$ cat src/verilog/spbl_pkg.sv
/*
  Constants and types shared by the partition lock controller, its
  request-side partner and the lock link between them.
  Assumes a single core clock domain and one fundamental reset.
*/
package spbl_pkg;
  // tlp kind codes carried on the lock link
  localparam logic [2:0] KIND_MWR = 3'h0;
  localparam logic [2:0] KIND_MRDLK = 3'h1;
  localparam logic [2:0] KIND_UNLOCK = 3'h2;
  localparam logic [2:0] KIND_CPLDLK = 3'h3;
  localparam logic [2:0] KIND_CPLLK = 3'h4;
  localparam logic [2:0] KIND_OTHER = 3'h5;
  localparam logic [2:0] KIND_MSG = 3'h6;
  // port numbering: port 0 is the upstream switch port
  localparam int NPORTS = 4;
  localparam logic [1:0] UP_PORT = 2'h0;
  localparam logic [1:0] NO_PORT_IDX = 2'h0;
  localparam logic [2:0] VC_LOCKED = 3'h0;
  // lock sequencer states, one-hot
  typedef enum logic [3:0] {
    SPBL_IDLE = 4'h1,
    SPBL_DN_LOCK = 4'h2,
    SPBL_BUS_LOCK = 4'h4,
    SPBL_DRAIN = 4'h8
  } spbl_state_t;
  typedef logic [NPORTS-1:0] spbl_pmask_t;
endpackage : spbl_pkg

$ cat src/verilog/spbl_if.sv
/*
  Lock link between the switch partition lock controller and the agent
  that offers TLP headers to it. Holds no logic.
  Assumes both ends run on the same clock.
*/
`timescale 1ns/1ps
interface spbl_if;
  // tlp offered at an ingress port
  logic tlp_valid;
  logic [2:0] tlp_kind;
  logic [1:0] tlp_src;
  logic [1:0] tlp_dst;
  logic [2:0] tlp_vc;
  logic tlp_posted;
  logic tlp_ready;
  // queue state seen by the controller
  logic [3:0] posted_pend;
  // forwarded tlp from controller
  logic fwd_valid;
  logic [2:0] fwd_kind;
  logic [1:0] fwd_dst;
  // lock state and hot-plug enables
  logic [3:0] port_locked;
  logic bus_locked;
  logic [3:0] hp_enable;

  modport dev (
    input tlp_valid, tlp_kind, tlp_src, tlp_dst, tlp_vc, tlp_posted,
    input posted_pend,
    output tlp_ready, fwd_valid, fwd_kind, fwd_dst, port_locked,
    output bus_locked, hp_enable
  );
  modport host (
    output tlp_valid, tlp_kind, tlp_src, tlp_dst, tlp_vc, tlp_posted,
    output posted_pend,
    input tlp_ready, fwd_valid, fwd_kind, fwd_dst, port_locked,
    input bus_locked, hp_enable
  );
endinterface : spbl_if

$ cat src/verilog/spbl_block_chk.sv
/*
  Combinational hold decision for one offered tlp against the current
  port lock flags. Assumes the lock flags come from the same clock.
*/
`timescale 1ns/1ps
module spbl_block_chk (
  // offered tlp
  input wire logic [1:0] src,
  input wire logic [1:0] dst,
  input wire logic [2:0] vc,
  // lock state
  input wire logic [3:0] port_locked,
  input wire logic [1:0] locked_dn,
  // decision
  output logic hold
);
  // only vc0 traffic to a locked port is held; the partner of the lock
  // may still reach it
  always_comb begin
    hold = 1'b0;
    if (vc == spbl_pkg::VC_LOCKED && port_locked[dst]) begin
      if (dst == spbl_pkg::UP_PORT)
        hold = (src != locked_dn);
      else
        hold = (src != spbl_pkg::UP_PORT);
    end
  end
endmodule : spbl_block_chk

$ cat src/verilog/spbl_lock_ctl.sv
/*
  Lock controller for one switch partition: tracks locked reads, locked
  completions and unlock, keeps per-port lock flags and holds vc0 tlps
  aimed at locked ports. Assumes the host keeps offering a held tlp
  (valid stays high) until tlp_ready, and reports posted backlog per
  destination on posted_pend.
*/
`timescale 1ns/1ps
module spbl_lock_ctl (
  // clock and reset
  input wire logic clock,
  input wire logic rst,
  // lock link
  spbl_if.dev lnk,
  // per-port configuration
  input wire logic [3:0] dn_port_mode,
  input wire logic [3:0] hot_plug_capable_bit,
  // sideband register path status
  output logic sideband_ok
);
  spbl_pkg::spbl_state_t state, next_state;
  spbl_pkg::spbl_pmask_t port_locked, next_port_locked;
  logic [1:0] locked_dn, next_locked_dn;
  logic fwd_valid, next_fwd_valid;
  logic [2:0] fwd_kind, next_fwd_kind;
  logic [1:0] fwd_dst, next_fwd_dst;
  logic [3:0] hp_enable, next_hp_enable;
  logic bus_locked, next_bus_locked;
  logic next_sideband_ok;
  logic hold;
  logic wait_posted;
  logic take;
  logic is_kind_unlock;

  spbl_block_chk u_chk (
    .src(lnk.tlp_src),
    .dst(lnk.tlp_dst),
    .vc(lnk.tlp_vc),
    .port_locked(port_locked),
    .locked_dn(locked_dn),
    .hold(hold)
  );

  // locked read and completion wait behind posted traffic of their path
  always_comb begin
    wait_posted = 1'b0;
    if (lnk.tlp_valid && lnk.tlp_kind == spbl_pkg::KIND_MRDLK &&
        lnk.tlp_src == spbl_pkg::UP_PORT)
      wait_posted = lnk.posted_pend[lnk.tlp_dst];
    if (lnk.tlp_valid && lnk.tlp_kind == spbl_pkg::KIND_CPLDLK &&
        lnk.tlp_dst == spbl_pkg::UP_PORT)
      wait_posted = lnk.posted_pend[spbl_pkg::UP_PORT];
    // an unlock that ends a lock, complete or not, drains first
    if (lnk.tlp_valid && lnk.tlp_kind == spbl_pkg::KIND_UNLOCK &&
        (state == spbl_pkg::SPBL_BUS_LOCK ||
         state == spbl_pkg::SPBL_DN_LOCK))
      wait_posted = lnk.posted_pend[locked_dn];
    // posted writes never wait on ordering, only on the lock itself
    if (lnk.tlp_posted)
      wait_posted = 1'b0;
  end

  // held tlps stay offered until the lock drops; none is discarded.
  // ready is combinational so an unheld tlp goes without a bubble;
  // the cost is a path from the offer fields through the hold decision
  assign take = lnk.tlp_valid && !hold && !wait_posted;
  assign is_kind_unlock = lnk.tlp_kind == spbl_pkg::KIND_UNLOCK;

  // lock sequencer next values
  always_comb begin
    next_state = state;
    next_port_locked = port_locked;
    next_locked_dn = locked_dn;
    next_fwd_valid = take;
    next_fwd_kind = lnk.tlp_kind;
    next_fwd_dst = lnk.tlp_dst;
    case (state)
      spbl_pkg::SPBL_IDLE: begin
        // a second locked read is never started while one is open
        if (take && lnk.tlp_kind == spbl_pkg::KIND_MRDLK &&
            lnk.tlp_src == spbl_pkg::UP_PORT &&
            lnk.tlp_dst != spbl_pkg::UP_PORT) begin
          next_port_locked[lnk.tlp_dst] = 1'b1;
          next_locked_dn = lnk.tlp_dst;
          next_state = spbl_pkg::SPBL_DN_LOCK;
        end
        if (take && is_kind_unlock)
          next_fwd_valid = 1'b0;
      end
      spbl_pkg::SPBL_DN_LOCK: begin
        if (take && lnk.tlp_kind == spbl_pkg::KIND_CPLDLK &&
            lnk.tlp_src == locked_dn &&
            lnk.tlp_dst == spbl_pkg::UP_PORT) begin
          next_port_locked[spbl_pkg::UP_PORT] = 1'b1;
          next_state = spbl_pkg::SPBL_BUS_LOCK;
        end
        // unlock from the root before the lock completed aborts the
        // sequence; one from any other port is ignored
        if (take && is_kind_unlock &&
            lnk.tlp_src == spbl_pkg::UP_PORT) begin
          next_fwd_dst = locked_dn;
          next_port_locked = '0;
          next_locked_dn = spbl_pkg::NO_PORT_IDX;
          next_state = spbl_pkg::SPBL_IDLE;
        end else if (take && is_kind_unlock) begin
          next_fwd_valid = 1'b0;
        end
      end
      spbl_pkg::SPBL_BUS_LOCK: begin
        // reads, completions and writes pass without touching state
        if (take && is_kind_unlock &&
            lnk.tlp_src == spbl_pkg::UP_PORT) begin
          next_fwd_dst = locked_dn;
          next_state = spbl_pkg::SPBL_DRAIN;
        end else if (take && is_kind_unlock) begin
          // only the root's unlock counts; others are swallowed
          next_fwd_valid = 1'b0;
        end
      end
      spbl_pkg::SPBL_DRAIN: begin
        // one cycle so the forwarded unlock leads released traffic
        next_port_locked = '0;
        next_locked_dn = spbl_pkg::NO_PORT_IDX;
        next_state = spbl_pkg::SPBL_IDLE;
      end
      default: begin
        // an illegal state code falls back to no lock at all
        next_state = spbl_pkg::SPBL_IDLE;
        next_port_locked = '0;
        next_locked_dn = spbl_pkg::NO_PORT_IDX;
      end
    endcase
  end

  // hot-plug controller enable per port
  always_comb begin
    next_hp_enable = dn_port_mode & hot_plug_capable_bit;
  end

  // registers; reset drops every lock and frees held traffic
  always_ff @(posedge clock or posedge rst) begin
    if (rst) begin
      state <= spbl_pkg::SPBL_IDLE;
      port_locked <= '0;
      locked_dn <= spbl_pkg::NO_PORT_IDX;
      fwd_valid <= 1'b0;
      fwd_kind <= spbl_pkg::KIND_MWR;
      fwd_dst <= spbl_pkg::UP_PORT;
      hp_enable <= '0;
    end else begin
      state <= next_state;
      port_locked <= next_port_locked;
      locked_dn <= next_locked_dn;
      fwd_valid <= next_fwd_valid;
      fwd_kind <= next_fwd_kind;
      fwd_dst <= next_fwd_dst;
      hp_enable <= next_hp_enable;
    end
  end

  // status flags; bus_locked is a flop so the agent sees a clean level
  always_comb begin
    next_bus_locked = (next_state == spbl_pkg::SPBL_BUS_LOCK);
    next_sideband_ok = 1'b1; // sideband path never gated by the lock
  end

  // status registers
  always_ff @(posedge clock or posedge rst) begin
    if (rst) begin
      bus_locked <= 1'b0;
      sideband_ok <= 1'b0;
    end else begin
      bus_locked <= next_bus_locked;
      sideband_ok <= next_sideband_ok;
    end
  end

  assign lnk.tlp_ready = take;
  assign lnk.fwd_valid = fwd_valid;
  assign lnk.fwd_kind = fwd_kind;
  assign lnk.fwd_dst = fwd_dst;
  assign lnk.port_locked = port_locked;
  assign lnk.bus_locked = bus_locked;
  assign lnk.hp_enable = hp_enable;
endmodule : spbl_lock_ctl

$ cat src/flat_wrapper.sv
// flat-port wrapper written by rule: the top's interface ports become plain ports
module spbl_lock_ctl_flat 
  (clock, rst, dn_port_mode, hot_plug_capable_bit, sideband_ok, lnk_tlp_valid, lnk_tlp_kind, lnk_tlp_src, lnk_tlp_dst, lnk_tlp_vc, lnk_tlp_posted, lnk_posted_pend, lnk_tlp_ready, lnk_fwd_valid, lnk_fwd_kind, lnk_fwd_dst, lnk_port_locked, lnk_bus_locked, lnk_hp_enable);
  spbl_if lnk_i ();
  input wire logic clock;
  input wire logic rst;
  input wire logic [3:0] dn_port_mode;
  input wire logic [3:0] hot_plug_capable_bit;
  output logic sideband_ok;
  input wire logic [$bits(lnk_i.tlp_valid)-1:0] lnk_tlp_valid;
  input wire logic [$bits(lnk_i.tlp_kind)-1:0] lnk_tlp_kind;
  input wire logic [$bits(lnk_i.tlp_src)-1:0] lnk_tlp_src;
  input wire logic [$bits(lnk_i.tlp_dst)-1:0] lnk_tlp_dst;
  input wire logic [$bits(lnk_i.tlp_vc)-1:0] lnk_tlp_vc;
  input wire logic [$bits(lnk_i.tlp_posted)-1:0] lnk_tlp_posted;
  input wire logic [$bits(lnk_i.posted_pend)-1:0] lnk_posted_pend;
  output wire logic [$bits(lnk_i.tlp_ready)-1:0] lnk_tlp_ready;
  output wire logic [$bits(lnk_i.fwd_valid)-1:0] lnk_fwd_valid;
  output wire logic [$bits(lnk_i.fwd_kind)-1:0] lnk_fwd_kind;
  output wire logic [$bits(lnk_i.fwd_dst)-1:0] lnk_fwd_dst;
  output wire logic [$bits(lnk_i.port_locked)-1:0] lnk_port_locked;
  output wire logic [$bits(lnk_i.bus_locked)-1:0] lnk_bus_locked;
  output wire logic [$bits(lnk_i.hp_enable)-1:0] lnk_hp_enable;
  assign lnk_i.tlp_valid = lnk_tlp_valid;
  assign lnk_i.tlp_kind = lnk_tlp_kind;
  assign lnk_i.tlp_src = lnk_tlp_src;
  assign lnk_i.tlp_dst = lnk_tlp_dst;
  assign lnk_i.tlp_vc = lnk_tlp_vc;
  assign lnk_i.tlp_posted = lnk_tlp_posted;
  assign lnk_i.posted_pend = lnk_posted_pend;
  assign lnk_tlp_ready = lnk_i.tlp_ready;
  assign lnk_fwd_valid = lnk_i.fwd_valid;
  assign lnk_fwd_kind = lnk_i.fwd_kind;
  assign lnk_fwd_dst = lnk_i.fwd_dst;
  assign lnk_port_locked = lnk_i.port_locked;
  assign lnk_bus_locked = lnk_i.bus_locked;
  assign lnk_hp_enable = lnk_i.hp_enable;
  spbl_lock_ctl u_core (.clock(clock), .rst(rst), .lnk(lnk_i), .dn_port_mode(dn_port_mode), .hot_plug_capable_bit(hot_plug_capable_bit), .sideband_ok(sideband_ok));
endmodule
$ cat config.mk
export PLATFORM = sky130hd
export DESIGN_NAME = spbl_lock_ctl_flat
export DESIGN_NICKNAME = d
export VERILOG_FILES = /design/src/verilog/spbl_pkg.sv /design/src/verilog/spbl_if.sv /design/src/verilog/spbl_block_chk.sv /design/src/verilog/spbl_lock_ctl.sv /design/src/flat_wrapper.sv
export SDC_FILE = /design/constraint.sdc
export NUM_CORES = 1
export LEC_CHECK = 0
export ABC_AREA = 1
export BUFFER_PORTS_ARGS = -buffer_cell sky130_fd_sc_hd__buf_2
export CORE_MARGIN = 2
export CORE_UTILIZATION = 30
export DETAILED_ROUTE_END_ITERATION = 8
export PLACE_DENSITY = 0.51
export SLEW_MARGIN = 0
export SYNTH_ARGS = -nofsm -noshare
export SYNTH_HDL_FRONTEND = slang
export SYNTH_SLANG_ARGS = --single-unit
$ cat constraint.sdc
create_clock -name clock -period 3.6 [get_ports clock]
set_clock_uncertainty 0.1 [all_clocks]
set_input_delay 0.54 -clock clock [delete_from_list [all_inputs] [get_ports clock]]
set_output_delay 0.54 -clock clock [all_outputs]
set_load 0.1 [all_outputs]
==> impl_metrics.tcl, run 1 <==
set metrics [dict create \
    status "complete, no violations" \
    core-area_sq_um 4030 \
    synthToLayoutAreaGrowth_pct 24.5 \
    slew_headroom_pct 44.7 \
    syn_area_per_cell_sq_um 7.31 \
    synth-seq-cells 22 \
    ys_seq_area_share_pct 43.4 \
    htreeDepth 1 \
    rows 23 \
    cts-buffers-inserted 3 \
    crit_path_end_kind "output port" \
    drt_iter0_drc 28 \
    p_int_mw 0.497 \
    cap_viol_max_count 0 \
    viasPerCell 4.38 \
    ir_drop_mv 0.592 \
    grt_max_degree 23 \
    grt_first_pass_wirelength_um 5030 \
    drtAntennaViolNets 0 \
    grt_pass1_vias 1156 \
    finalWirelength_um 2860 \
    postCtsSetupRepairBufs 0 \
    gp_congestion 0.778 \
    synth_cells 174 \
    cp_slowest_cell "dfstp_2" \
    final_nets 245 \
    grtUsageTotal_pct 12.6 \
    hold_violations 0 \
    ios 43 \
    die_y_um 69.1 \
    diodes 0 \
    clock_path_buffers 2 \
    syn-cell-area_sq_um 1270 \
    fin_crit_sh_pct 70.9 \
    cts_root_buffer "clkbuf_8" \
    overflow 0 \
    p_sw_mw 0.483 \
    antenna_found_initial 0 \
    drt_pass1_iterations 4 \
    p_per_area_nw_per_um2 619 \
    setup_violations 0 \
    cp_cell_sequence "nor2_1 -> nand2_2 -> nand2_1 -> nand2_2 -> nand3_2 -> nand2_4 -> nand2_1 -> inv_1 -> buf_2" \
    wl_per_cell_um 10.7 \
    timing.setup.tns_ps 0 \
    postCtsHoldBufs 0 \
    power.leakage_nw 0.900 \
    layout_commonest_cell "nand2_1" \
    mostFrequentLayoutCells "nand2_1, buf_2, nor2_1, dfrtp_1, inv_1" \
    utilization_pct 39.3 \
    ctsResizeCount 0 \
    route.detailed.drc 0 \
    hold_class "primary input to flop" \
    p_sw_share_pct 49.3 \
    rsz0062_at_grt "false" \
    fmax_ghz 0.392 \
    ys_warn_count 0 \
    clock-sinks 22 \
    vias 1175 \
    period_minus_slack_ps 2550 \
    dieArea_sq_um 4770 \
    power_frac_comb_pct 47.2 \
    fin_total_pwr_mw 0.980 \
    placed_area_sq_um 1530 \
    critPathLaunchType "flop" \
    multi_input_area_sq_um 607 \
    clk_latency_ps 260 \
    die_w_um 69.1 \
    maxSlewViolCount 0 \
    place_hpwl_um 2270 \
    cpPeakStageDelay_ps 540 \
    regArea_sq_um 552 \
    path_class "flop to output port" \
    layout-drive-gt1-share_pct 30.3 \
    cp_max_fo 6 \
    portBuffers 42 \
    tightest_slew_ps 829 \
    sequentialPowerShare_pct 34.9 \
    cts_tree "built" \
    fillCellCount 455 \
    yosysUniqueCellTypes 27 \
    start_util_pct 31.6 \
    clkPwrFrac_pct 18.0 \
    syn_nets 200 \
    clk_pin_slew_ps 80 \
    required_ps 2960 \
    stdcell_area_sq_um 1580 \
    critPathArrivalTime_ps 1910 \
]
-- flip-flops by register name, summed over array words and instances, names as in the netlist --
name                    count
u_core.lnk.fwd_dst          2
u_core.lnk.bus_locked       1
u_core.lnk.fwd_valid        1
u_core.lnk.fwd_kind         3
u_core.lnk.port_locked      4
u_core.state                4
u_core.locked_dn            2
u_core.sideband_ok          1
u_core.lnk.hp_enable        4
-- path summary, 6_finish.rpt --
kind                                                       startpoint                                     to  slack (ps)  cells after the start
worst max-delay path                        u_core.state[0]$_DFF_PP1_                          lnk_tlp_ready        1050                      9
worst min-delay path                                  lnk_tlp_kind[0]       u_core.lnk.fwd_kind[0]$_DFF_PP0_         310                      1
worst max register to register              u_core.state[0]$_DFF_PP1_        u_core.locked_dn[0]$_DFFE_PP0P_        1700                     11
worst min register to register  u_core.lnk.port_locked[3]$_DFFE_PP0P_  u_core.lnk.port_locked[3]$_DFFE_PP0P_         450                      2
max in group asynchronous                                         rst        u_core.lnk.fwd_dst[0]$_DFF_PP0_        2560                      2
min in group asynchronous                                         rst      u_core.lnk.hp_enable[3]$_DFF_PP0_         330                      2
-- metrics by stage --
stage               cells  setup WS, ps  hold WS [ps]
finish                268          1050           313
global placement      264          1110           428
detailed placement    264          1110           423
floorplan             174          1020           402
CTS                   268          1030           303
global route          268           866           307
-- logic make-up (layout without fill, tap and decap cells) --
| kind of cell | after synthesis | count (layout) | synth area share, % |
|---|---|---|---|
| other cells | 1 | 1 | 0.295 |
| buf+inv | 27 | 71 | 8.86 |
| simple gates | 110 | 110 | 40.0 |
| flops | 22 | 22 | 43.4 |
| compound gates | 14 | 14 | 7.48 |
-- power by group through the flow --
stage,combinational [mW],clock [mW],sequential (mW)
after floorplan,0.200,0,0.516
after global placement,0.464,0,0.348
after detailed placement,0.466,0,0.347
after CTS,0.466,0.187,0.343
after global routing,0.509,0.195,0.351
final,0.462,0.176,0.342
-- synth_stat cells --
library cell,number,area share [%]
inv_2,4,1.2
nand3_4,2,2.8
buf_6,1,0.89
dfrtp_1,21,41
o21ai_0,2,0.79
o211ai_1,1,0.59
buf_2,1,0.39
a21oi_1,4,1.6
dfstp_2,1,2.1
inv_4,1,0.49
a21oi_4,1,1.3
nand2_4,2,1.8
nor2_2,2,0.98
a21o_1,1,0.59
nand3_1,14,5.5
nor2_4,1,0.89
inv_1,20,5.9
o21a_1,2,1.2
nand2_2,4,2.0
nor2_1,23,6.8
nand4_1,1,0.49
a21oi_2,1,0.69
conb_1,1,0.29
nand3_2,1,0.79
nand2_1,57,17
nor3_1,3,1.2
o21ai_1,2,0.79
-- layer usage --
| metal | wire length [um] | vias up | global-route usage [%] |
|---|---|---|---|
| met4 | 9 | 0 | 2.61 |
| met2 | 1390 | 22 | 23.0 |
| li1 | - | 625 | - |
| met3 | 117 | 2 | 2.92 |
| met1 | 1340 | 526 | 15.1 |
| met5 | 0 | - | 0 |
-- area by class of cell --
cell class                 instances  share of cell area, %
sequential                        22                   34.9
clock buffer                       4                   3.48
multi-input combinational        125                   38.3
timing repair buffer              42                   13.3
tap                               50                   3.95
inverter                          25                   6.09
-- critical path: cells and delay by family (launching register included) --
family	cells	cell delay (ps)
buffers and inverters	2	490
flip-flops	1	540
AND/OR/NAND/NOR	7	600
Power figures use the tool's default switching activity.
==> inputs of run 2 (changes only) <==
--- a/config.mk
+++ b/config.mk
@@ -5,12 +5,12 @@
 export SDC_FILE = /design/constraint.sdc
 export NUM_CORES = 1
 export LEC_CHECK = 0
-export ABC_AREA = 1
+export ABC_AREA = 0
 export BUFFER_PORTS_ARGS = -buffer_cell sky130_fd_sc_hd__buf_2
 export CORE_MARGIN = 2
 export CORE_UTILIZATION = 30
 export DETAILED_ROUTE_END_ITERATION = 8
-export PLACE_DENSITY = 0.51
+export PLACE_DENSITY = 0.54
 export SLEW_MARGIN = 0
 export SYNTH_ARGS = -nofsm -noshare
 export SYNTH_HDL_FRONTEND = slang
==> constraint.sdc (replaced) <==
create_clock -name clock -period 2.2 [get_ports clock]
set_clock_uncertainty 0.1 [all_clocks]
set_input_delay 0.33 -clock clock [delete_from_list [all_inputs] [get_ports clock]]
set_output_delay 0.33 -clock clock [all_outputs]
set_load 0.1 [all_outputs]
==> run 2 against run 1 <==
  * The flow now finishes with violations (negative hold slack, negative setup slack)
  * Sequential share of layout area shrank 5.0 points
  * Clock-buffer cell count decreased by 1
  * Highest routed layer unchanged
  * Via count down 1.4%
  * Synthesized area down 5.2%
  * Largest cell class unchanged
==> impl_metrics.tcl, run 2 <==
set metrics [dict create \
    crit_path_end_kind "output port" \
    grt_max_degree 15 \
    async_flop_share_pct 100 \
    cp_slowest_cell "mux4_2" \
    fillCellCount 365 \
    ys_top_cells_by_area "dfrtp_1, inv_1, mux4_2" \
    viasPerCell 4.75 \
    critPathLaunchType "flop" \
    cap_viol_max_count 0 \
    critPathArrivalTime_ps 2120 \
    period_minus_slack_ps 2550 \
    finalWirelength_um 3200 \
    yosys.area.top_type "dfrtp_1" \
    rows 23 \
    layout_commonest_cell "buf_2" \
    synth_fa_ha_area_share_pct 0 \
    timing.setup.tns_ps -2110 \
    power.leakage_nw 0.908 \
    final_nets 221 \
    grtUsageTotal_pct 14.8 \
    clock-sinks 22 \
    yosysUniqueCellTypes 44 \
    yosys.area_share.xor_xnor_pct 1.45 \
    synth_compound_area_share_pct 16.0 \
    antenna_found_initial 0 \
    hold_ws_ps -13.4 \
    cp_max_fo 2 \
    violations "negative hold slack, negative setup slack" \
    start_util_pct 30.6 \
    drt_iter0_drc 26 \
    p_per_area_nw_per_um2 617 \
    htreeDepth 1 \
    setup_violations 12 \
    gp_congestion 0.840 \
    core-area_sq_um 3940 \
    synth_edf_count 0 \
    muxShareOfSynthArea_pct 8.93 \
    netlist_top_cells_count "dfrtp_1, inv_1, a21oi_1, nand2_1" \
    ir_drop_mv 0.318 \
    layout-drive-gt1-share_pct 54.1 \
    dieArea_sq_um 4540 \
    layout_setup_ws_ps -351 \
    ys_seq_area_share_pct 45.8 \
    clk_latency_ps 260 \
    drt_pass1_iterations 4 \
    synth_simple_gate_area_share_pct 21.9 \
    synth_cells 117 \
    yosysMostFrequentCell "dfrtp_1" \
    hold_class "primary input to asynchronous set/reset pin" \
    dpl.cell_count 239 \
    fmax_ghz 0.392 \
    portBuffers 42 \
    route.detailed.drc 0 \
    cpPeakStageDelay_ps 550 \
    crit_family "simple AND/OR/NAND/NOR gates" \
    fin_total_pwr_mw 1.17 \
    synth_top_family_by_area "simple AND/OR/NAND/NOR gates" \
    vias 1159 \
    path_class "flop to output port" \
    ios 43 \
    slew_headroom_pct 64.7 \
    grt_pass1_vias 1124 \
    cts_root_buffer "clkbuf_8" \
    wl_per_cell_um 13.1 \
    clk_pin_slew_ps 80 \
    status "complete, but fails checks" \
    die_y_um 67.4 \
    syn-cell-area_sq_um 1200 \
    synthFlopType "dfrtp_1" \
    diodes 0 \
    reg_top3 "u_core.lnk.hp_enable x4, u_core.lnk.port_locked x4, u_core.state x4" \
    dp_slack_ps -174 \
    cts_tree "built" \
    cp_cell_sequence "mux4_2 -> nor4_4 -> a311oi_2 -> or3_4 -> clkinvlp_4 -> buf_12" \
    rsz0062_at_grt "true" \
    tightest_slew_ps 528 \
    grt_first_pass_wirelength_um 5000 \
    syn_area_per_cell_sq_um 10.3 \
    synth-seq-cells 22 \
    die_w_um 67.4 \
    required_ps 1770 \
    synth_top_area_share_pct 43.6 \
    synthToLayoutAreaGrowth_pct 57.0 \
    hold_violations 13 \
    final_cells 244 \
    maxSlewViolCount 0 \
    fin_crit_sh_pct 116 \
    syn_nets 143 \
    place_hpwl_um 2620 \
    mostFrequentLayoutCells "buf_2, buf_4, dfrtp_1, inv_1, nand2_1" \
    drtAntennaViolNets 0 \
    cts-buffers-inserted 3 \
    ys_warn_count 0 \
    crit_buf_inv 2 \
    overflow 0 \
    clock_path_buffers 2 \
]
run 2: final timing paths:
check	slack [ps]	startpoint	depth (start not counted)	end
setup reg to reg	-270	u_core.locked_dn[0]$_DFFE_PP0P_	7	u_core.lnk.fwd_dst[0]$_DFF_PP0_
min in group clock	130	lnk_tlp_kind[1]	1	u_core.lnk.fwd_kind[1]$_DFF_PP0_
hold reg to reg	520	u_core.lnk.port_locked[1]$_DFFE_PP0P_	2	u_core.lnk.port_locked[1]$_DFFE_PP0P_
max in group asynchronous	1400	rst	3	u_core.state[0]$_DFF_PP1_
setup / recovery	-350	u_core.locked_dn[0]$_DFFE_PP0P_	6	lnk_tlp_ready
hold / removal	-10	rst	2	u_core.lnk.hp_enable[3]$_DFF_PP0_
run 2: routing by layer:
| layer | track usage [%] | share of wire, % |
|---|---|---|
| met1 | 18.3 | 44 |
| met2 | 25.4 | 52 |
| met3 | 2.83 | 3.5 |
| met4 | 5.87 | 1.1 |
| met5 | 0 | 0 |
run 2: cells by family after synthesis:
group,after synthesis
mux,8
xor+xnor,2
buf+inv,16
simple gates,42
flops,22
compound gates,26
other cells,1
run 2: through the flow:
stage                     hold slack [ps]  instance area (sq um)  utilization (%)
final                               -13.4                   1890             48.0
after global routing                 37.0                   1890             48.0
after CTS                            1.29                   1860             47.3
after detailed placement              299                   1760             44.7
after global placement                296                   1760             44.7
after floorplan                       218                   1250                -
run 2: what timing repair did:
item / 4_1_cts / 5_1_grt
hold buffers: 0 / 0
setup buffers: 1 / 0
pin swaps: 2 / 0
endpoints found under the setup margin: 12 / 14
resized for setup: 6 / 4
run 2: layout make-up:
| type | instances | area, sq um | area share [%] |
|---|---|---|---|
| multi-input cells | 79 | 657 | 34.7 |
| clock inverters | 1 | 30.0 | 1.59 |
| inverters | 13 | 52.6 | 2.78 |
| well taps | 50 | 62.6 | 3.31 |
| clock buffers | 3 | 41.3 | 2.18 |
| flip-flops and latches | 22 | 564 | 29.8 |
| repair buffers | 76 | 484 | 25.6 |
run 2: report_power, final:
group	switching, mW	leakage, nW	internal (mW)
sequential	0.0231	0.272	0.434
clock	0.131	0.0357	0.243
combinational	0.222	0.600	0.115
total	0.376	0.908	0.792
run 2: worst register-to-register path: stages, from the launching register on:
cell,delay [ps]
dfrtp_1,390
mux4_2,550
nor4_4,150
a311oi_2,80
buf_4,160
or3b_4,410
or3_4,370
mux2i_1,170
